<file path="src/hw/spec_pkg.sv">
// Package for the slave port error capture block: register map, field layouts, types.
// Assumes a DCR-style register port with a word index, one-cycle strobes, 32-bit data.
// Summary of operation
// - Failed transaction captures low 32 address bits
// - Qualifier register write clears low address
// - Failure is address mismatch (only with logging on) or illegal command
// - Only single, line 4/8/16, bursts legal
// - No posting: line or burst is illegal
// - Bit 0 valid marks meaningful record
// - Hold-first-error captures only while not valid
// - Qualifier write clears whole register
// - Qualifier field layout fixed as documented
// - Status flags clear by writing one
// - Interrupt bit 3 from config/illegal/mismatch
// - Interrupt bit 7 from any queue flag
// - Status bit 0 on posting config error
// - Status bit 1 illegal size, unless disabled
// - Status bit 2 mismatch, gated by logging
// - Queue overflow/underflow pairs in bits 18-31
// - Per-master error irq bits 28:31
// - State view register reads all zero
// - Write-only control bits read zero
// - Sniffer matches share capture path
// - Upper nibble captured in upper register
// - Cfg bit 30 logs, bit 31 disables check
package spec_pkg;

	// ****************************************
	// Register indices
	// ****************************************
	localparam logic [9:0] IDX_CFG = 10'h034;
	localparam logic [9:0] IDX_ADDR_HIGH = 10'h036;
	localparam logic [9:0] IDX_ADDR_LOW = 10'h037;
	localparam logic [9:0] IDX_QUAL = 10'h038;
	localparam logic [9:0] IDX_MISC_FLAGS = 10'h039;
	localparam logic [9:0] IDX_MASTER_IRQ = 10'h03A;
	localparam logic [9:0] IDX_FSM_VIEW = 10'h03B;
	localparam logic [9:0] IDX_MISC_CTRL = 10'h03C;

	// ****************************************
	// Field positions (bit 0 is the LSB here)
	// ****************************************
	localparam int CFG_HOLD_FIRST = 0;
	localparam int CFG_POSTING = 28;
	localparam int CFG_ADDR_LOG = 30;
	localparam int CFG_SIZE_CHK_DIS = 31;
	localparam int FLG_POST_CFG = 0;
	localparam int FLG_ILLEGAL = 1;
	localparam int FLG_ADDR = 2;
	localparam int FLG_QUEUE_LO = 18;
	localparam int IRQ_MASTER_LO = 28;
	localparam int CTRL_QUEUE_RST_LO = 25;
	localparam int INT_CMD_ERR = 3;
	localparam int INT_QUEUE_ERR = 7;
	localparam int NUM_QUEUES = 7;
	localparam int NUM_MASTERS = 4;

	// ****************************************
	// Reset values and masks
	// ****************************************
	localparam logic [31:0] CFG_RESET = 32'h3600_0000;
	localparam logic [31:0] ZERO_WORD = 32'h0000_0000;
	localparam logic [31:0] MISC_FLAGS_MASK = 32'hFFFC_0007;
	localparam logic [31:0] MASTER_IRQ_MASK = 32'hF000_0000;
	localparam logic [31:0] CTRL_READ_MASK = 32'h0000_0001;
	localparam logic [31:0] CTRL_WO_MASK = 32'hFE00_0000;
	localparam logic [3:0] SIZE_SINGLE = 4'h0;
	localparam logic [3:0] SIZE_LINE4 = 4'h1;
	localparam logic [3:0] SIZE_LINE8 = 4'h2;
	localparam logic [3:0] SIZE_LINE16 = 4'h3;
	localparam logic [3:0] SIZE_BURST32 = 4'hA;
	localparam logic [3:0] SIZE_BURST64 = 4'hB;
	localparam logic [3:0] SIZE_BURST128 = 4'hC;
	localparam logic [2:0] TYPE_MEMORY = 3'h0;

	// ****************************************
	// Types
	// ****************************************
	typedef struct packed {
		logic [15:0] byte_lane_enables;
		logic [3:0] size;
		logic read_not_write;
		logic [2:0] xfer_type;
		logic [1:0] master_width;
		logic [1:0] master_id;
		logic [1:0] reserved;
		logic master_lock_error;
		logic record_valid;
	} spec_qual_t;

	typedef struct packed {
		logic valid;
		logic [35:0] addr;
		logic addr_mismatch;
		logic sniff_match;
		logic lock_error;
		logic [1:0] master_id;
		logic [1:0] master_width;
		logic [2:0] xfer_type;
		logic read_not_write;
		logic [3:0] size;
		logic [15:0] byte_lane_enables;
	} spec_cmd_t;

	typedef struct packed {
		logic illegal;
		logic posting_error;
		logic failed;
	} spec_check_t;

endpackage

</file>
<file path="src/hw/spec_error_capture.sv">
// Error capture and status registers of the first local-bus slave port.
// Assumes one-cycle register read/write strobes indexed by word, and
// queue and master error events as one-cycle pulses on the port clock.
module spec_error_capture (
	// Clock and reset
	input wire logic clk_in,
	input wire logic rst_in,
	// Register port
	input wire logic [9:0] reg_index_in,
	input wire logic reg_write_in,
	input wire logic reg_read_in,
	input wire logic [31:0] reg_wdata_in,
	output logic [31:0] reg_rdata_out,
	output logic reg_ack_out,
	// Incoming command
	input wire spec_pkg::spec_cmd_t cmd_in,
	// Queue events, one bit per queue
	input wire logic [6:0] queue_overflow_in,
	input wire logic [6:0] queue_underflow_in,
	// Per-master error events
	input wire logic [3:0] slave_irq_in,
	input wire logic [3:0] posted_write_err_in,
	// Status to system
	input wire logic mode_wide_in,
	output logic [7:0] int_status_out,
	output logic [31:0] cfg_out,
	output logic [6:0] queue_reset_out,
	output logic cmd_reject_out
);

	// ****************************************
	// State
	// ****************************************
	logic [31:0] cfg_reg;
	logic [3:0] addr_high_reg;
	logic [31:0] addr_low_reg;
	spec_pkg::spec_qual_t qual_reg;
	logic [31:0] misc_flags_reg;
	logic [31:0] master_irq_reg;
	logic [31:0] rdata_next;
	spec_pkg::spec_check_t check;
	logic capture_event;
	logic capture_allow;
	logic wr_cfg;
	logic wr_qual;
	logic wr_flags;
	logic wr_irq;
	logic wr_ctrl;
	logic [31:0] queue_events;

	// ****************************************
	// Helpers
	// ****************************************
	function automatic logic reg_hit(input logic [9:0] idx, input logic [9:0] target);
		reg_hit = (idx == target);
	endfunction

	function automatic logic [31:0] sticky_w1c(input logic [31:0] cur, input logic [31:0] set,
		input logic wr, input logic [31:0] data, input logic [31:0] mask);
		logic [31:0] clr;
		clr = wr ? data : spec_pkg::ZERO_WORD;
		// Set wins over a clear in the same cycle
		sticky_w1c = ((cur & ~clr) | set) & mask;
	endfunction

	assign wr_cfg = reg_write_in && reg_hit(reg_index_in, spec_pkg::IDX_CFG);
	assign wr_qual = reg_write_in && reg_hit(reg_index_in, spec_pkg::IDX_QUAL);
	assign wr_flags = reg_write_in && reg_hit(reg_index_in, spec_pkg::IDX_MISC_FLAGS);
	assign wr_irq = reg_write_in && reg_hit(reg_index_in, spec_pkg::IDX_MASTER_IRQ);
	assign wr_ctrl = reg_write_in && reg_hit(reg_index_in, spec_pkg::IDX_MISC_CTRL);

	// ****************************************
	// Command check
	// ****************************************
	spec_cmd_check u_check (
		.cmd_in(cmd_in),
		.posting_en_in(cfg_reg[spec_pkg::CFG_POSTING]),
		.size_chk_dis_in(cfg_reg[spec_pkg::CFG_SIZE_CHK_DIS]),
		.addr_log_en_in(cfg_reg[spec_pkg::CFG_ADDR_LOG]),
		.check_out(check)
	);

	assign capture_event = check.failed || (cmd_in.valid && cmd_in.sniff_match);
	assign capture_allow = !cfg_reg[spec_pkg::CFG_HOLD_FIRST] || !qual_reg.record_valid;

	// ****************************************
	// Configuration
	// ****************************************
	// logging and check controls
	always_ff @(posedge clk_in or posedge rst_in) begin
		if (rst_in) begin
			cfg_reg <= spec_pkg::CFG_RESET;
		end else if (wr_cfg) begin
			cfg_reg <= reg_wdata_in;
		end
	end

	// ****************************************
	// Captured record
	// ****************************************
	// sticky record, reset zero
	always_ff @(posedge clk_in or posedge rst_in) begin
		if (rst_in) begin
			addr_high_reg <= 4'h0;
			addr_low_reg <= spec_pkg::ZERO_WORD;
			qual_reg <= '0;
		end else if (capture_event && capture_allow) begin
			addr_low_reg <= cmd_in.addr[31:0];
			addr_high_reg <= cmd_in.addr[35:32];
			qual_reg.byte_lane_enables <= cmd_in.byte_lane_enables;
			qual_reg.size <= cmd_in.size;
			qual_reg.read_not_write <= cmd_in.read_not_write;
			qual_reg.xfer_type <= cmd_in.xfer_type;
			qual_reg.master_width <= cmd_in.master_width;
			qual_reg.master_id <= cmd_in.master_id;
			qual_reg.reserved <= 2'h0;
			qual_reg.master_lock_error <= cmd_in.lock_error;
			qual_reg.record_valid <= 1'b1;
		end else if (wr_qual) begin
			qual_reg <= '0;
			addr_low_reg <= spec_pkg::ZERO_WORD;
			addr_high_reg <= 4'h0;
		end
	end

	// ****************************************
	// Status flags
	// ****************************************
	// queue flag pairs
	always_comb begin
		queue_events = spec_pkg::ZERO_WORD;
		for (int i = 0; i < spec_pkg::NUM_QUEUES; i++) begin
			queue_events[spec_pkg::FLG_QUEUE_LO + 2 * i] = queue_overflow_in[i];
			queue_events[spec_pkg::FLG_QUEUE_LO + 2 * i + 1] = queue_underflow_in[i];
		end
		queue_events[spec_pkg::FLG_POST_CFG] = check.posting_error;
		queue_events[spec_pkg::FLG_ILLEGAL] = check.illegal;
		queue_events[spec_pkg::FLG_ADDR] = cmd_in.valid && cmd_in.addr_mismatch
			&& cfg_reg[spec_pkg::CFG_ADDR_LOG];
	end

	always_ff @(posedge clk_in or posedge rst_in) begin
		if (rst_in) begin
			misc_flags_reg <= spec_pkg::ZERO_WORD;
		end else begin
			misc_flags_reg <= sticky_w1c(misc_flags_reg, queue_events, wr_flags, reg_wdata_in,
				spec_pkg::MISC_FLAGS_MASK);
		end
	end

	always_ff @(posedge clk_in or posedge rst_in) begin
		if (rst_in) begin
			master_irq_reg <= spec_pkg::ZERO_WORD;
		end else begin
			master_irq_reg <= sticky_w1c(master_irq_reg,
				{slave_irq_in | posted_write_err_in, 28'h0000000}, wr_irq, reg_wdata_in,
				spec_pkg::MASTER_IRQ_MASK);
		end
	end

	// ****************************************
	// Interrupt status and outputs
	// ****************************************
	always_ff @(posedge clk_in or posedge rst_in) begin
		if (rst_in) begin
			int_status_out <= 8'h00;
		end else begin
			int_status_out <= 8'h00;
			int_status_out[spec_pkg::INT_CMD_ERR] <= |misc_flags_reg[spec_pkg::FLG_ADDR:spec_pkg::FLG_POST_CFG];
			int_status_out[spec_pkg::INT_QUEUE_ERR] <=
				|misc_flags_reg[spec_pkg::FLG_QUEUE_LO +: 2 * spec_pkg::NUM_QUEUES];
		end
	end

	always_ff @(posedge clk_in or posedge rst_in) begin
		if (rst_in) begin
			cfg_out <= spec_pkg::CFG_RESET;
			queue_reset_out <= 7'h00;
			cmd_reject_out <= 1'b0;
		end else begin
			cfg_out <= wr_cfg ? reg_wdata_in : cfg_reg;
			queue_reset_out <= wr_ctrl ? reg_wdata_in[spec_pkg::CTRL_QUEUE_RST_LO +: spec_pkg::NUM_QUEUES] : 7'h00;
			cmd_reject_out <= check.failed;
		end
	end

	// ****************************************
	// Read path
	// ****************************************
	always_comb begin
		rdata_next = spec_pkg::ZERO_WORD;
		unique case (reg_index_in)
			spec_pkg::IDX_CFG: rdata_next = cfg_reg;
			spec_pkg::IDX_ADDR_HIGH: rdata_next = {28'h0000000, addr_high_reg};
			spec_pkg::IDX_ADDR_LOW: rdata_next = addr_low_reg;
			spec_pkg::IDX_QUAL: rdata_next = qual_reg;
			spec_pkg::IDX_MISC_FLAGS: rdata_next = misc_flags_reg;
			spec_pkg::IDX_MASTER_IRQ: rdata_next = master_irq_reg;
			spec_pkg::IDX_FSM_VIEW: rdata_next = spec_pkg::ZERO_WORD;
			spec_pkg::IDX_MISC_CTRL: rdata_next = {31'h00000000, mode_wide_in} & spec_pkg::CTRL_READ_MASK;
			default: rdata_next = spec_pkg::ZERO_WORD;
		endcase
	end

	always_ff @(posedge clk_in or posedge rst_in) begin
		if (rst_in) begin
			reg_rdata_out <= spec_pkg::ZERO_WORD;
			reg_ack_out <= 1'b0;
		end else begin
			reg_rdata_out <= reg_read_in ? rdata_next : spec_pkg::ZERO_WORD;
			reg_ack_out <= reg_read_in || reg_write_in;
		end
	end

endmodule

</file>
<file path="src/hw/spec_cmd_check.sv">
// Combinational command legality check for the slave port.
// Assumes the command fields are stable while valid is high.
module spec_cmd_check (
	// Command
	input wire spec_pkg::spec_cmd_t cmd_in,
	// Configuration
	input wire logic posting_en_in,
	input wire logic size_chk_dis_in,
	input wire logic addr_log_en_in,
	// Result
	output spec_pkg::spec_check_t check_out
);

	logic size_legal;
	logic is_single;

	always_comb begin
		unique case (cmd_in.size)
			spec_pkg::SIZE_SINGLE, spec_pkg::SIZE_LINE4, spec_pkg::SIZE_LINE8, spec_pkg::SIZE_LINE16,
			spec_pkg::SIZE_BURST32, spec_pkg::SIZE_BURST64, spec_pkg::SIZE_BURST128: size_legal = 1'b1;
			default: size_legal = 1'b0;
		endcase
	end

	assign is_single = (cmd_in.size == spec_pkg::SIZE_SINGLE);

	always_comb begin
		check_out.posting_error = cmd_in.valid && !posting_en_in && !is_single && !size_chk_dis_in;
		check_out.illegal = cmd_in.valid && !size_legal && !size_chk_dis_in;
		check_out.failed = check_out.illegal || check_out.posting_error
			|| (cmd_in.valid && cmd_in.addr_mismatch && addr_log_en_in);
	end

endmodule

</file>
<file path="config.mk">
export PLATFORM = sky130hd
export DESIGN_NAME = spec_error_capture
export DESIGN_NICKNAME = d
export VERILOG_FILES = /design/src/hw/spec_pkg.sv /design/src/hw/spec_error_capture.sv /design/src/hw/spec_cmd_check.sv
export SDC_FILE = /design/constraint.sdc
export NUM_CORES = 1
export LEC_CHECK = 0
export BUFFER_PORTS_ARGS = -buffer_cell sky130_fd_sc_hd__buf_4
export CAP_MARGIN = 30
export CELL_PAD_IN_SITES_DETAIL_PLACEMENT = 1
export CELL_PAD_IN_SITES_GLOBAL_PLACEMENT = 2
export CORE_UTILIZATION = 32
export DETAILED_ROUTE_END_ITERATION = 6
export PLACE_DENSITY_LB_ADDON = 0.1
export RECOVER_POWER = 100
export SETUP_SLACK_MARGIN = 0.3
export SYNTH_ARGS = -nofsm -noshare
export SYNTH_HDL_FRONTEND = slang
export SYNTH_SLANG_ARGS = --single-unit
</file>
<file path="constraint.sdc">
create_clock -name clk_in -period 6.5 [get_ports clk_in]
set_input_delay 0.65 -clock clk_in [delete_from_list [all_inputs] [get_ports clk_in]]
set_output_delay 0.65 -clock clk_in [all_outputs]
set_load 0.01 [all_outputs]
</file>
==> results of run 1 <==
per-layer routing:
metal / vias up / global-route usage, % / part of all wire, %
met5: - / 0 / 0
met4: 0 / 6.76 / 1.8
met2: 159 / 34.2 / 49
met1: 2895 / 26.1 / 45
met3: 25 / 4.51 / 4.6
li1: 2632 / - / -
area by class of cell:
| type | instances | area, um2 |
|---|---|---|
| inverter | 70 | 264 |
| tap | 285 | 357 |
| sequential | 162 | 4060 |
| timing repair buffer | 225 | 1430 |
| multi-input combinational | 383 | 2780 |
| fill | 2567 | 13100 |
| clock buffer | 20 | 447 |
| clock inverter | 12 | 183 |
critical path: cells and delay by family:
family	cells	cell delay (ns)
buffers and inverters	4	2.83
muxes	1	0.25
and+or+nand+nor	3	0.76
power groups by stage:
| stage | Clock (uW) | Sequential [uW] | Combinational [uW] |
|---|---|---|---|
| after floorplan | 0 | 1090 | 130 |
| after global placement | 0 | 1100 | 235 |
| after detailed placement | 0 | 1100 | 248 |
| after CTS | 1110 | 1080 | 249 |
| after global routing | 1150 | 1090 | 265 |
| final | 1090 | 1080 | 240 |
cells in the mapped netlist, types with 2 or more instances:
library cell,n
sky130_fd_sc_hd__a211o_1,4
sky130_fd_sc_hd__a21o_1,14
sky130_fd_sc_hd__a222oi_1,3
sky130_fd_sc_hd__a22o_1,19
sky130_fd_sc_hd__a22oi_1,28
sky130_fd_sc_hd__a31oi_1,4
sky130_fd_sc_hd__and2_1,7
sky130_fd_sc_hd__buf_2,10
sky130_fd_sc_hd__buf_4,14
sky130_fd_sc_hd__buf_6,2
sky130_fd_sc_hd__clkbuf_1,22
sky130_fd_sc_hd__dfrtp_1,158
sky130_fd_sc_hd__dfstp_2,4
sky130_fd_sc_hd__inv_1,70
sky130_fd_sc_hd__mux2_2,39
sky130_fd_sc_hd__mux2i_1,77
sky130_fd_sc_hd__nand2_1,91
sky130_fd_sc_hd__nand3_1,5
sky130_fd_sc_hd__nand3b_1,2
sky130_fd_sc_hd__nand4_1,2
sky130_fd_sc_hd__nor2_1,33
sky130_fd_sc_hd__nor2b_1,2
sky130_fd_sc_hd__nor3_1,3
sky130_fd_sc_hd__nor4_1,4
sky130_fd_sc_hd__nor4b_2,2
sky130_fd_sc_hd__o21ai_0,3
sky130_fd_sc_hd__o22a_1,10
sky130_fd_sc_hd__or3_1,2
through the flow:
step	worst slack [ns]	util, %	total power (uW)
final	2.31	42.2	2410
after global routing	2.00	42.2	2500
after CTS	3.83	43.8	2440
after detailed placement	3.35	41.0	1350
after global placement	2.49	40.5	1340
after floorplan	1.48	-	1220
logic make-up after synthesis:
| group | after synthesis |
|---|---|
| buf+inv | 119 |
| compound gates | 93 |
| mux | 116 |
| other cells | 1 |
| flops | 162 |
| simple gates | 168 |
final timing paths:
path	from	to	slack (ns)	depth (start not counted)
min reg2reg	misc_flags_reg[28]$_DFF_PP0_	misc_flags_reg[28]$_DFF_PP0_	0.51	1
min in group asynchronous	rst_in	master_irq_reg[29]$_DFF_PP0_	1.41	2
min	queue_overflow_in[3]	misc_flags_reg[24]$_DFF_PP0_	0.39	2
max reg2reg	cfg_out[28]$_DFFE_PP1P_	addr_low_reg[28]$_DFFE_PP0P_	3.48	4
max in group asynchronous	rst_in	cfg_out[28]$_DFFE_PP1P_	2.94	4
max	reg_index_in[0]	qual_reg[30]$_DFFE_PP0P_	2.31	8
==> flow_metrics.tcl, run 1 <==
set metrics [dict create \
    post_route_cells_drive_above_1_share_pct 25.1 \
    fin_crit_sh_pct 64.5 \
    p_int_uw 1830 \
    switchingPower_uw 583 \
    drtAntennaViolNets 0 \
    rsz0062_at_grt "no" \
    finalHoldViolations 0 \
    floorplan.core_area_um2 22600 \
    total_wirelength_um 23400 \
    path_class "input pin to register" \
    critical_path_required_ns 6.84 \
    detail_route.wl_per_cell_um 20.2 \
    drt_first_iter_violations 189 \
    async_reset_ff_share_pct 100 \
    antennaDiodeCount 0 \
    placed_cell_area_um2 9260 \
    p_seq_share_pct 44.9 \
    rows 55 \
    yosysUniqueCellTypes 53 \
    yosys_warnings 0 \
    detailed_placer_s_ending_hpwl_um 16800 \
    synth.avg_cell_area_um2 11.1 \
    floorplan.die_area_um2 23600 \
    area_growth_syn_to_layout_pct 29.6 \
    setup-violations-final 0 \
    antenna_violations_before_repair 0 \
    worst_hold_path_type "input pin to register" \
    final-max-slew-violation-count 190 \
    critPathArrivalTime_ns 4.54 \
    final_design_area_no_fill_um2 9520 \
    stdcell_count 1157 \
    drc_errors 0 \
    maxClockFrequency_mhz 239 \
    htree_num_levels 4 \
    clkLatencyLatePin_ns 0.43 \
    yosys.area_share.adder_pct 0 \
    synth.yosys.seq_area_share_pct 55.3 \
    layout_commonest_cell "sky130_fd_sc_hd__dfrtp_1" \
    dp_cells 1125 \
    synth-edff-count 0 \
    gp_routability_congestion 0.744 \
    outcome "complete, but fails checks" \
    most-common-layout-cells "158 x sky130_fd_sc_hd__dfrtp_1, 137 x sky130_fd_sc_hd__buf_4, 91 x sky130_fd_sc_hd__nand2_1, 84 x sky130_fd_sc_hd__clkbuf_1, 77 x sky130_fd_sc_hd__mux2i_1" \
    worst-path-max-fanout 43 \
    final.hold.worst_slack_ns 0.394 \
    synth.cell_area_um2 7340 \
    power.ir.vdd_worst_mv 0.153 \
    worst_setup_path_end_kind "register" \
    chipWidth_um 153 \
    cts_setup_buffers 0 \
    muxShareOfSynthArea_pct 16.5 \
    cts.reportedPaths.clkPinSlew_ns 0.07 \
    cts_buffer_depth 2 \
    clk_root_buffer_cell "sky130_fd_sc_hd__clkbuf_16" \
    cpPeakStageDelay_ns 1.54 \
    vias 5711 \
    violations "capacitance limit, slew limit" \
    dr.pass1.iters 4 \
    critical_path.most_common_cell "sky130_fd_sc_hd__clkbuf_1" \
    post-synth-top-area-fraction_pct 53.8 \
    numCtsBuffers 17 \
    port_buffers 211 \
    final.setup.tns_ns 0 \
    cts_resized 0 \
    timing.max_slew.rel_slack_pct -168 \
    syn-instance-count 659 \
    synth_top_cell_by_area "sky130_fd_sc_hd__dfrtp_1" \
    combinational_family_with_the_most_area_after_synthesis "multiplexers" \
    transition_at_the_pin_with_the_smallest_max_transition_slack_ns 4.00 \
    clockPowerShare_pct 45.2 \
    grt_usage_pct 20.4 \
    num_io_pins 218 \
    yosys.area_share.xor_xnor_pct 0 \
    power.share.combinational_pct 9.9 \
    clock_skew_ns 0.0132 \
    avgViaCountPerCell 4.94 \
    pin_count_of_the_biggest_net_entering_global_routing 88 \
    tritoncts_num_sinks 162 \
    synthFlopType "sky130_fd_sc_hd__dfrtp_1" \
    worstPathCellList "buf_4 -> nor2_1 -> buf_8 -> nand4_1 -> clkbuf_1 -> clkbuf_1 -> nand2_1 -> mux2i_1" \
    first_global_vias 6469 \
    synth_simple_gate_area_share_pct 10.9 \
    clock_tree_from_tritoncts "done" \
    grt_first_pass_wirelength_um 36500 \
    yosys-top-cells-area "sky130_fd_sc_hd__dfrtp_1 54%, sky130_fd_sc_hd__mux2i_1 10%, sky130_fd_sc_hd__mux2_2 6.0%" \
    design.final.nets 996 \
    sw_frac_of_total_pct 24.1 \
    initial_core_util_pct 32.5 \
    min_period_ns 4.19 \
    cellLeakagePower_uw 0.00455 \
    cp_slowest_cell "sky130_fd_sc_hd__clkbuf_1" \
    chip_height_um 153 \
    critical_path.startpoint_type "input pin" \
    post_cts_hold_buffer_count 0 \
    cap_violations 5 \
    power_per_cell_area_nw_per_um2 254 \
    grt_remaining_overflow 0 \
    synth_seq_cells 162 \
    synth_area_in_compound_gates_pct 10.1 \
]
No activity file was read; power rests on OpenSTA's default activity.
==> run 2, diff against run 1 <==
==> constraint.sdc (replaced) <==
create_clock -name clk_in -period 4.1 [get_ports clk_in]
set_input_delay 0.41 -clock clk_in [delete_from_list [all_inputs] [get_ports clk_in]]
set_output_delay 0.41 -clock clk_in [all_outputs]
set_load 0.01 [all_outputs]
==> flow_metrics.tcl, run 2 (synthesized netlist as in run 1, its figures left out) <==
set metrics [dict create \
    outcome "complete, but fails checks" \
    violations "capacitance limit, slew limit" \
    clock_skew_ns 0.0127 \
    numCtsBuffers 17 \
    detail_route.wl_per_cell_um 20.2 \
    finalHoldViolations 0 \
    grt_first_pass_wirelength_um 36400 \
    grt_usage_pct 20.6 \
    maxClockFrequency_mhz 344 \
    antenna_violations_before_repair 1 \
    htree_num_levels 4 \
    drtAntennaViolNets 0 \
    design.final.nets 997 \
    setup-violations-final 0 \
    final_core_utilization_pct 41.9 \
    rsz0062_at_grt "no" \
    fin_crit_sh_pct 70.9 \
    final.setup.tns_ns 0 \
    grt_remaining_overflow 0 \
    critPathArrivalTime_ns 3.19 \
    most-common-layout-cells "158 x sky130_fd_sc_hd__dfrtp_1, 141 x sky130_fd_sc_hd__buf_4, 91 x sky130_fd_sc_hd__nand2_1, 83 x sky130_fd_sc_hd__clkbuf_1, 77 x sky130_fd_sc_hd__mux2i_1" \
    cts_resized 0 \
    cts.reportedPaths.clkPinSlew_ns 0.07 \
    worst-path-max-fanout 46 \
    tritoncts_num_sinks 162 \
    min_period_ns 2.91 \
    clkLatencyLatePin_ns 0.44 \
    critical_path_required_ns 4.39 \
    r2r_start "cfg_out[28]$_DFFE_PP1P_" \
    clock_tree_from_tritoncts "done" \
    layout_commonest_cell "sky130_fd_sc_hd__dfrtp_1" \
    final-max-slew-violation-count 163 \
    pin_count_of_the_biggest_net_entering_global_routing 163 \
    floorplan.die_area_um2 23600 \
    path_class "input pin to register" \
    post_cts_hold_buffer_count 0 \
    cts_buffer_depth 2 \
    power_per_cell_area_nw_per_um2 396 \
    vias 5655 \
    critical_path.startpoint_type "input pin" \
    detailed_placer_s_ending_hpwl_um 16300 \
    gp_routability_congestion 0.768 \
    cts_setup_buffers 0 \
    area_growth_syn_to_layout_pct 28.8 \
    initial_core_util_pct 32.5 \
    first_global_vias 6342 \
    cellLeakagePower_uw 0.00452 \
    timing.max_slew.rel_slack_pct -54.1 \
    transition_at_the_pin_with_the_smallest_max_transition_slack_ns 2.31 \
    total_wirelength_um 23500 \
    chip_height_um 153 \
    clk_root_buffer_cell "sky130_fd_sc_hd__clkbuf_16" \
    avgViaCountPerCell 4.88 \
    worst_hold_path_type "input pin to register" \
    dr.pass1.iters 4 \
    worst_hold_startpoint "queue_overflow_in[2]" \
    cap_violations 1 \
    power.ir.vdd_worst_mv 0.238 \
    num_io_pins 218 \
    port_buffers 211 \
    drt_first_iter_violations 267 \
    worstSetupStartpoint "reg_index_in[0]" \
    rows 55 \
    chipWidth_um 153 \
    layout.filler_cells 2570 \
    drc_errors 0 \
    post_route_cells_drive_above_1_share_pct 25.3 \
    worst_setup_path_end_kind "register" \
    floorplan.core_area_um2 22600 \
]
-- run 2: cell types whose count changed in the layout (fill, tap and decap cells not counted), sizes merged --
cell / delta
bufinv: -1
diode: +1
clkinvlp: +1
clkbuf: +1
-- run 2: where the power goes --
part           total, uW  switching [uW]  internal (uW)
Clock               1660             697            962
Sequential          1720            45.3           1670
Combinational        372             190            181
-- run 2: worst paths after layout --
kind | end | slack [ns] | cells past startpoint
max | addr_low_reg[2]$_DFFE_PP0P_ | 1.19 | 7
max in group asynchronous | reg_rdata_out[30]$_DFF_PP0_ | 1.81 | 3
min reg2reg | master_irq_reg[28]$_DFF_PP0_ | 0.50 | 1
min | misc_flags_reg[22]$_DFF_PP0_ | 0.15 | 2
min in group asynchronous | reg_rdata_out[4]$_DFF_PP0_ | 0.80 | 3
max reg2reg | addr_low_reg[2]$_DFFE_PP0P_ | 1.84 | 4
-- run 2: worst max-delay path, stage by stage --
cell	delay, ns
sky130_fd_sc_hd__buf_4	0.24
sky130_fd_sc_hd__nor2_1	0.68
sky130_fd_sc_hd__clkbuf_1	0.63
sky130_fd_sc_hd__nand4_1	0.20
sky130_fd_sc_hd__clkbuf_2	0.62
sky130_fd_sc_hd__nand2_1	0.25
sky130_fd_sc_hd__mux2i_1	0.12
-- run 2: final cells by class --
class / count / area [um2] / area share (%)
flip-flops and latches: 162 / 4060 / 42.9
repair buffers: 226 / 1410 / 14.9
well taps: 285 / 357 / 3.77
inverters: 70 / 264 / 2.79
clock buffers: 20 / 437 / 4.62
diodes: 1 / 2.50 / 0.0264
clock inverters: 12 / 158 / 1.67
multi-input cells: 383 / 2780 / 29.4
-- run 2: through the flow --
stage	total power [uW]	setup WS [ns]	std cells	cell area [um2]	hold slack, ns
after floorplan	1940	1.64	664	7370	0.451
final	3750	1.19	1159	9460	0.150
after detailed placement	2140	1.43	1126	9220	0.489
after global placement	2120	1.48	1126	9220	0.484
after global routing	3900	0.971	1158	9460	0.141
after CTS	3800	1.88	1158	9810	0.143
-- run 2: layer usage --
| metal | vias to the layer above | share of wire (%) | global-route usage, % |
|---|---|---|---|
| met2 | 151 | 50 | 35.5 |
| li1 | 2628 | - | - |
| met1 | 2858 | 43 | 25.6 |
| met5 | - | 0 | 0 |
| met4 | 0 | 1.1 | 5.29 |
| met3 | 18 | 5.4 | 4.99 |
==> run 3, diff against run 2 <==
--- a/config.mk
+++ b/config.mk
@@ -9,7 +9,7 @@
 export CAP_MARGIN = 30
 export CELL_PAD_IN_SITES_DETAIL_PLACEMENT = 1
 export CELL_PAD_IN_SITES_GLOBAL_PLACEMENT = 2
-export CORE_UTILIZATION = 32
+export CORE_UTILIZATION = 29
 export DETAILED_ROUTE_END_ITERATION = 6
 export PLACE_DENSITY_LB_ADDON = 0.1
 export RECOVER_POWER = 100
==> constraint.sdc (replaced) <==
create_clock -name clk_in -period 2.35 [get_ports clk_in]
set_input_delay 0.235 -clock clk_in [delete_from_list [all_inputs] [get_ports clk_in]]
set_output_delay 0.235 -clock clk_in [all_outputs]
set_load 0.01 [all_outputs]
==> flow_metrics.tcl, run 3 (synthesized netlist as in run 1, its figures left out) <==
set metrics [dict create \
    outcome "finished, final reports clean" \
    avgViaCountPerCell 4.80 \
    htree_num_levels 4 \
    critPathArrivalTime_ns 2.40 \
    clk_root_buffer_cell "sky130_fd_sc_hd__clkbuf_16" \
    clkLatencyLatePin_ns 0.42 \
    cap_violations 0 \
    critical_path.startpoint_type "input pin" \
    cts_setup_buffers 0 \
    drc_errors 0 \
    final_core_utilization_pct 39.9 \
    design.final.nets 1029 \
    finalHoldViolations 0 \
    dr.pass1.iters 4 \
    worst-path-max-fanout 14 \
    cellLeakagePower_uw 0.00467 \
    vias 5898 \
    grt_remaining_overflow 0 \
    fin_crit_sh_pct 87.7 \
    port_buffers 211 \
    cts_buffer_depth 2 \
    drt_first_iter_violations 245 \
    layout.filler_cells 2760 \
    chipWidth_um 161 \
    floorplan.die_area_um2 26000 \
    timing.max_slew.rel_slack_pct 15.5 \
    antennaDiodeCount 0 \
    layout_commonest_cell "sky130_fd_sc_hd__dfrtp_1" \
    total_wirelength_um 24200 \
    cts.reportedPaths.clkPinSlew_ns 0.06 \
    rsz0062_at_grt "no" \
    chip_height_um 161 \
    r2r_start "cfg_out[28]$_DFFE_PP1P_" \
    final.setup.tns_ns 0 \
    rows 57 \
    numCtsBuffers 17 \
    area_growth_syn_to_layout_pct 33.8 \
    clock_skew_ns 0.00938 \
    grt_usage_pct 19.3 \
    most-common-layout-cells "158 x sky130_fd_sc_hd__dfrtp_1, 145 x sky130_fd_sc_hd__buf_4, 91 x sky130_fd_sc_hd__nand2_1, 86 x sky130_fd_sc_hd__clkbuf_1, 77 x sky130_fd_sc_hd__mux2i_1" \
    fin_total_pwr_uw 6540 \
    worst_hold_startpoint "queue_underflow_in[0]" \
    stdcell_count 1229 \
    worst_setup_path_end_kind "register" \
    gp_routability_congestion 0.761 \
    grt_first_pass_wirelength_um 37900 \
    floorplan.core_area_um2 24600 \
    detail_route.wl_per_cell_um 19.7 \
    initial_core_util_pct 29.8 \
    min_path_cells 2 \
    setup-violations-final 0 \
    antenna_violations_before_repair 0 \
    clock_tree_from_tritoncts "done" \
    final.hold.worst_slack_ns 0.0197 \
    transition_at_the_pin_with_the_smallest_max_transition_slack_ns 1.27 \
    min_period_ns 2.06 \
    maxClockFrequency_mhz 485 \
    power_per_cell_area_nw_per_um2 666 \
    power.ir.vdd_worst_mv 0.379 \
    worstSetupStartpoint "reg_index_in[7]" \
    critical_path_required_ns 2.69 \
    first_global_vias 6734 \
    detailed_placer_s_ending_hpwl_um 17100 \
    drtAntennaViolNets 0 \
    final-max-slew-violation-count 0 \
    tritoncts_num_sinks 162 \
    worst_hold_path_type "input pin to register" \
    path_class "input pin to register" \
    dp_cells 1174 \
    worst_reg2reg_path_depth 4 \
    num_io_pins 218 \
    post_route_cells_drive_above_1_share_pct 25.2 \
    pin_count_of_the_biggest_net_entering_global_routing 77 \
]
## run 3: worst max-delay path, cell delays in order
cell,delay (ns)
sky130_fd_sc_hd__buf_4,0.11
sky130_fd_sc_hd__nor4bb_1,0.50
sky130_fd_sc_hd__clkbuf_1,0.31
sky130_fd_sc_hd__and3_1,0.26
sky130_fd_sc_hd__clkbuf_1,0.66
sky130_fd_sc_hd__a22oi_1,0.19
sky130_fd_sc_hd__nor2_1,0.14
## run 3: final timing paths
| check | endpoint | slack [ns] |
|---|---|---|
| min in group asynchronous | qual_reg[29]$_DFFE_PP0P_ | 0.24 |
| hold / removal | misc_flags_reg[19]$_DFF_PP0_ | 0.02 |
| setup / recovery | reg_rdata_out[8]$_DFF_PP0_ | 0.29 |
| hold reg to reg | master_irq_reg[29]$_DFF_PP0_ | 0.50 |
| setup reg to reg | addr_low_reg[0]$_DFFE_PP0P_ | 0.47 |
| max in group asynchronous | qual_reg[12]$_DFFE_PP0P_ | 0.67 |
## run 3: final cells by class
type                    instances  area, um2  area share, %
clock buffers                  23        458           4.66
clock inverters                 9        134           1.36
inverters                      70        264           2.69
multi-input cells             383       2780           28.3
flip-flops and latches        162       4060           41.3
well taps                     324        405           4.13
repair buffers                258       1720           17.5
## run 3: timing repair
action                                 in CTS  in global routing
gates resized for setup                     0                  0
setup endpoints to repair                   0                  0
endpoints found under the hold margin      71                  0
hold buffers                               23                  0
## run 3: metal layers
layer  track usage (%)  up-vias  routed length (um)
met5                 0        -                   0
met3              4.08       12                1160
met4              5.27        0                 213
met1              24.3     3019               10600
met2              33.5      173               12300
li1                  -     2694                   -
## run 3: power by group
part	switching (uW)	leakage, uW	total (uW)	internal, uW
logic	341	0.00242	691	350
clock network	1150	0.000285	2860	1700
registers	76.5	0.00197	3000	2920
total	1570	0.00467	6540	4970
## run 3: through the flow
step / setup slack (ns) / area (um2)
after floorplan: 0.0614 / 7370
after global placement: 0.305 / 9390
after detailed placement: 0.252 / 9390
after CTS: 0.543 / 10200
after global routing: 0.202 / 9820
final: 0.289 / 9820
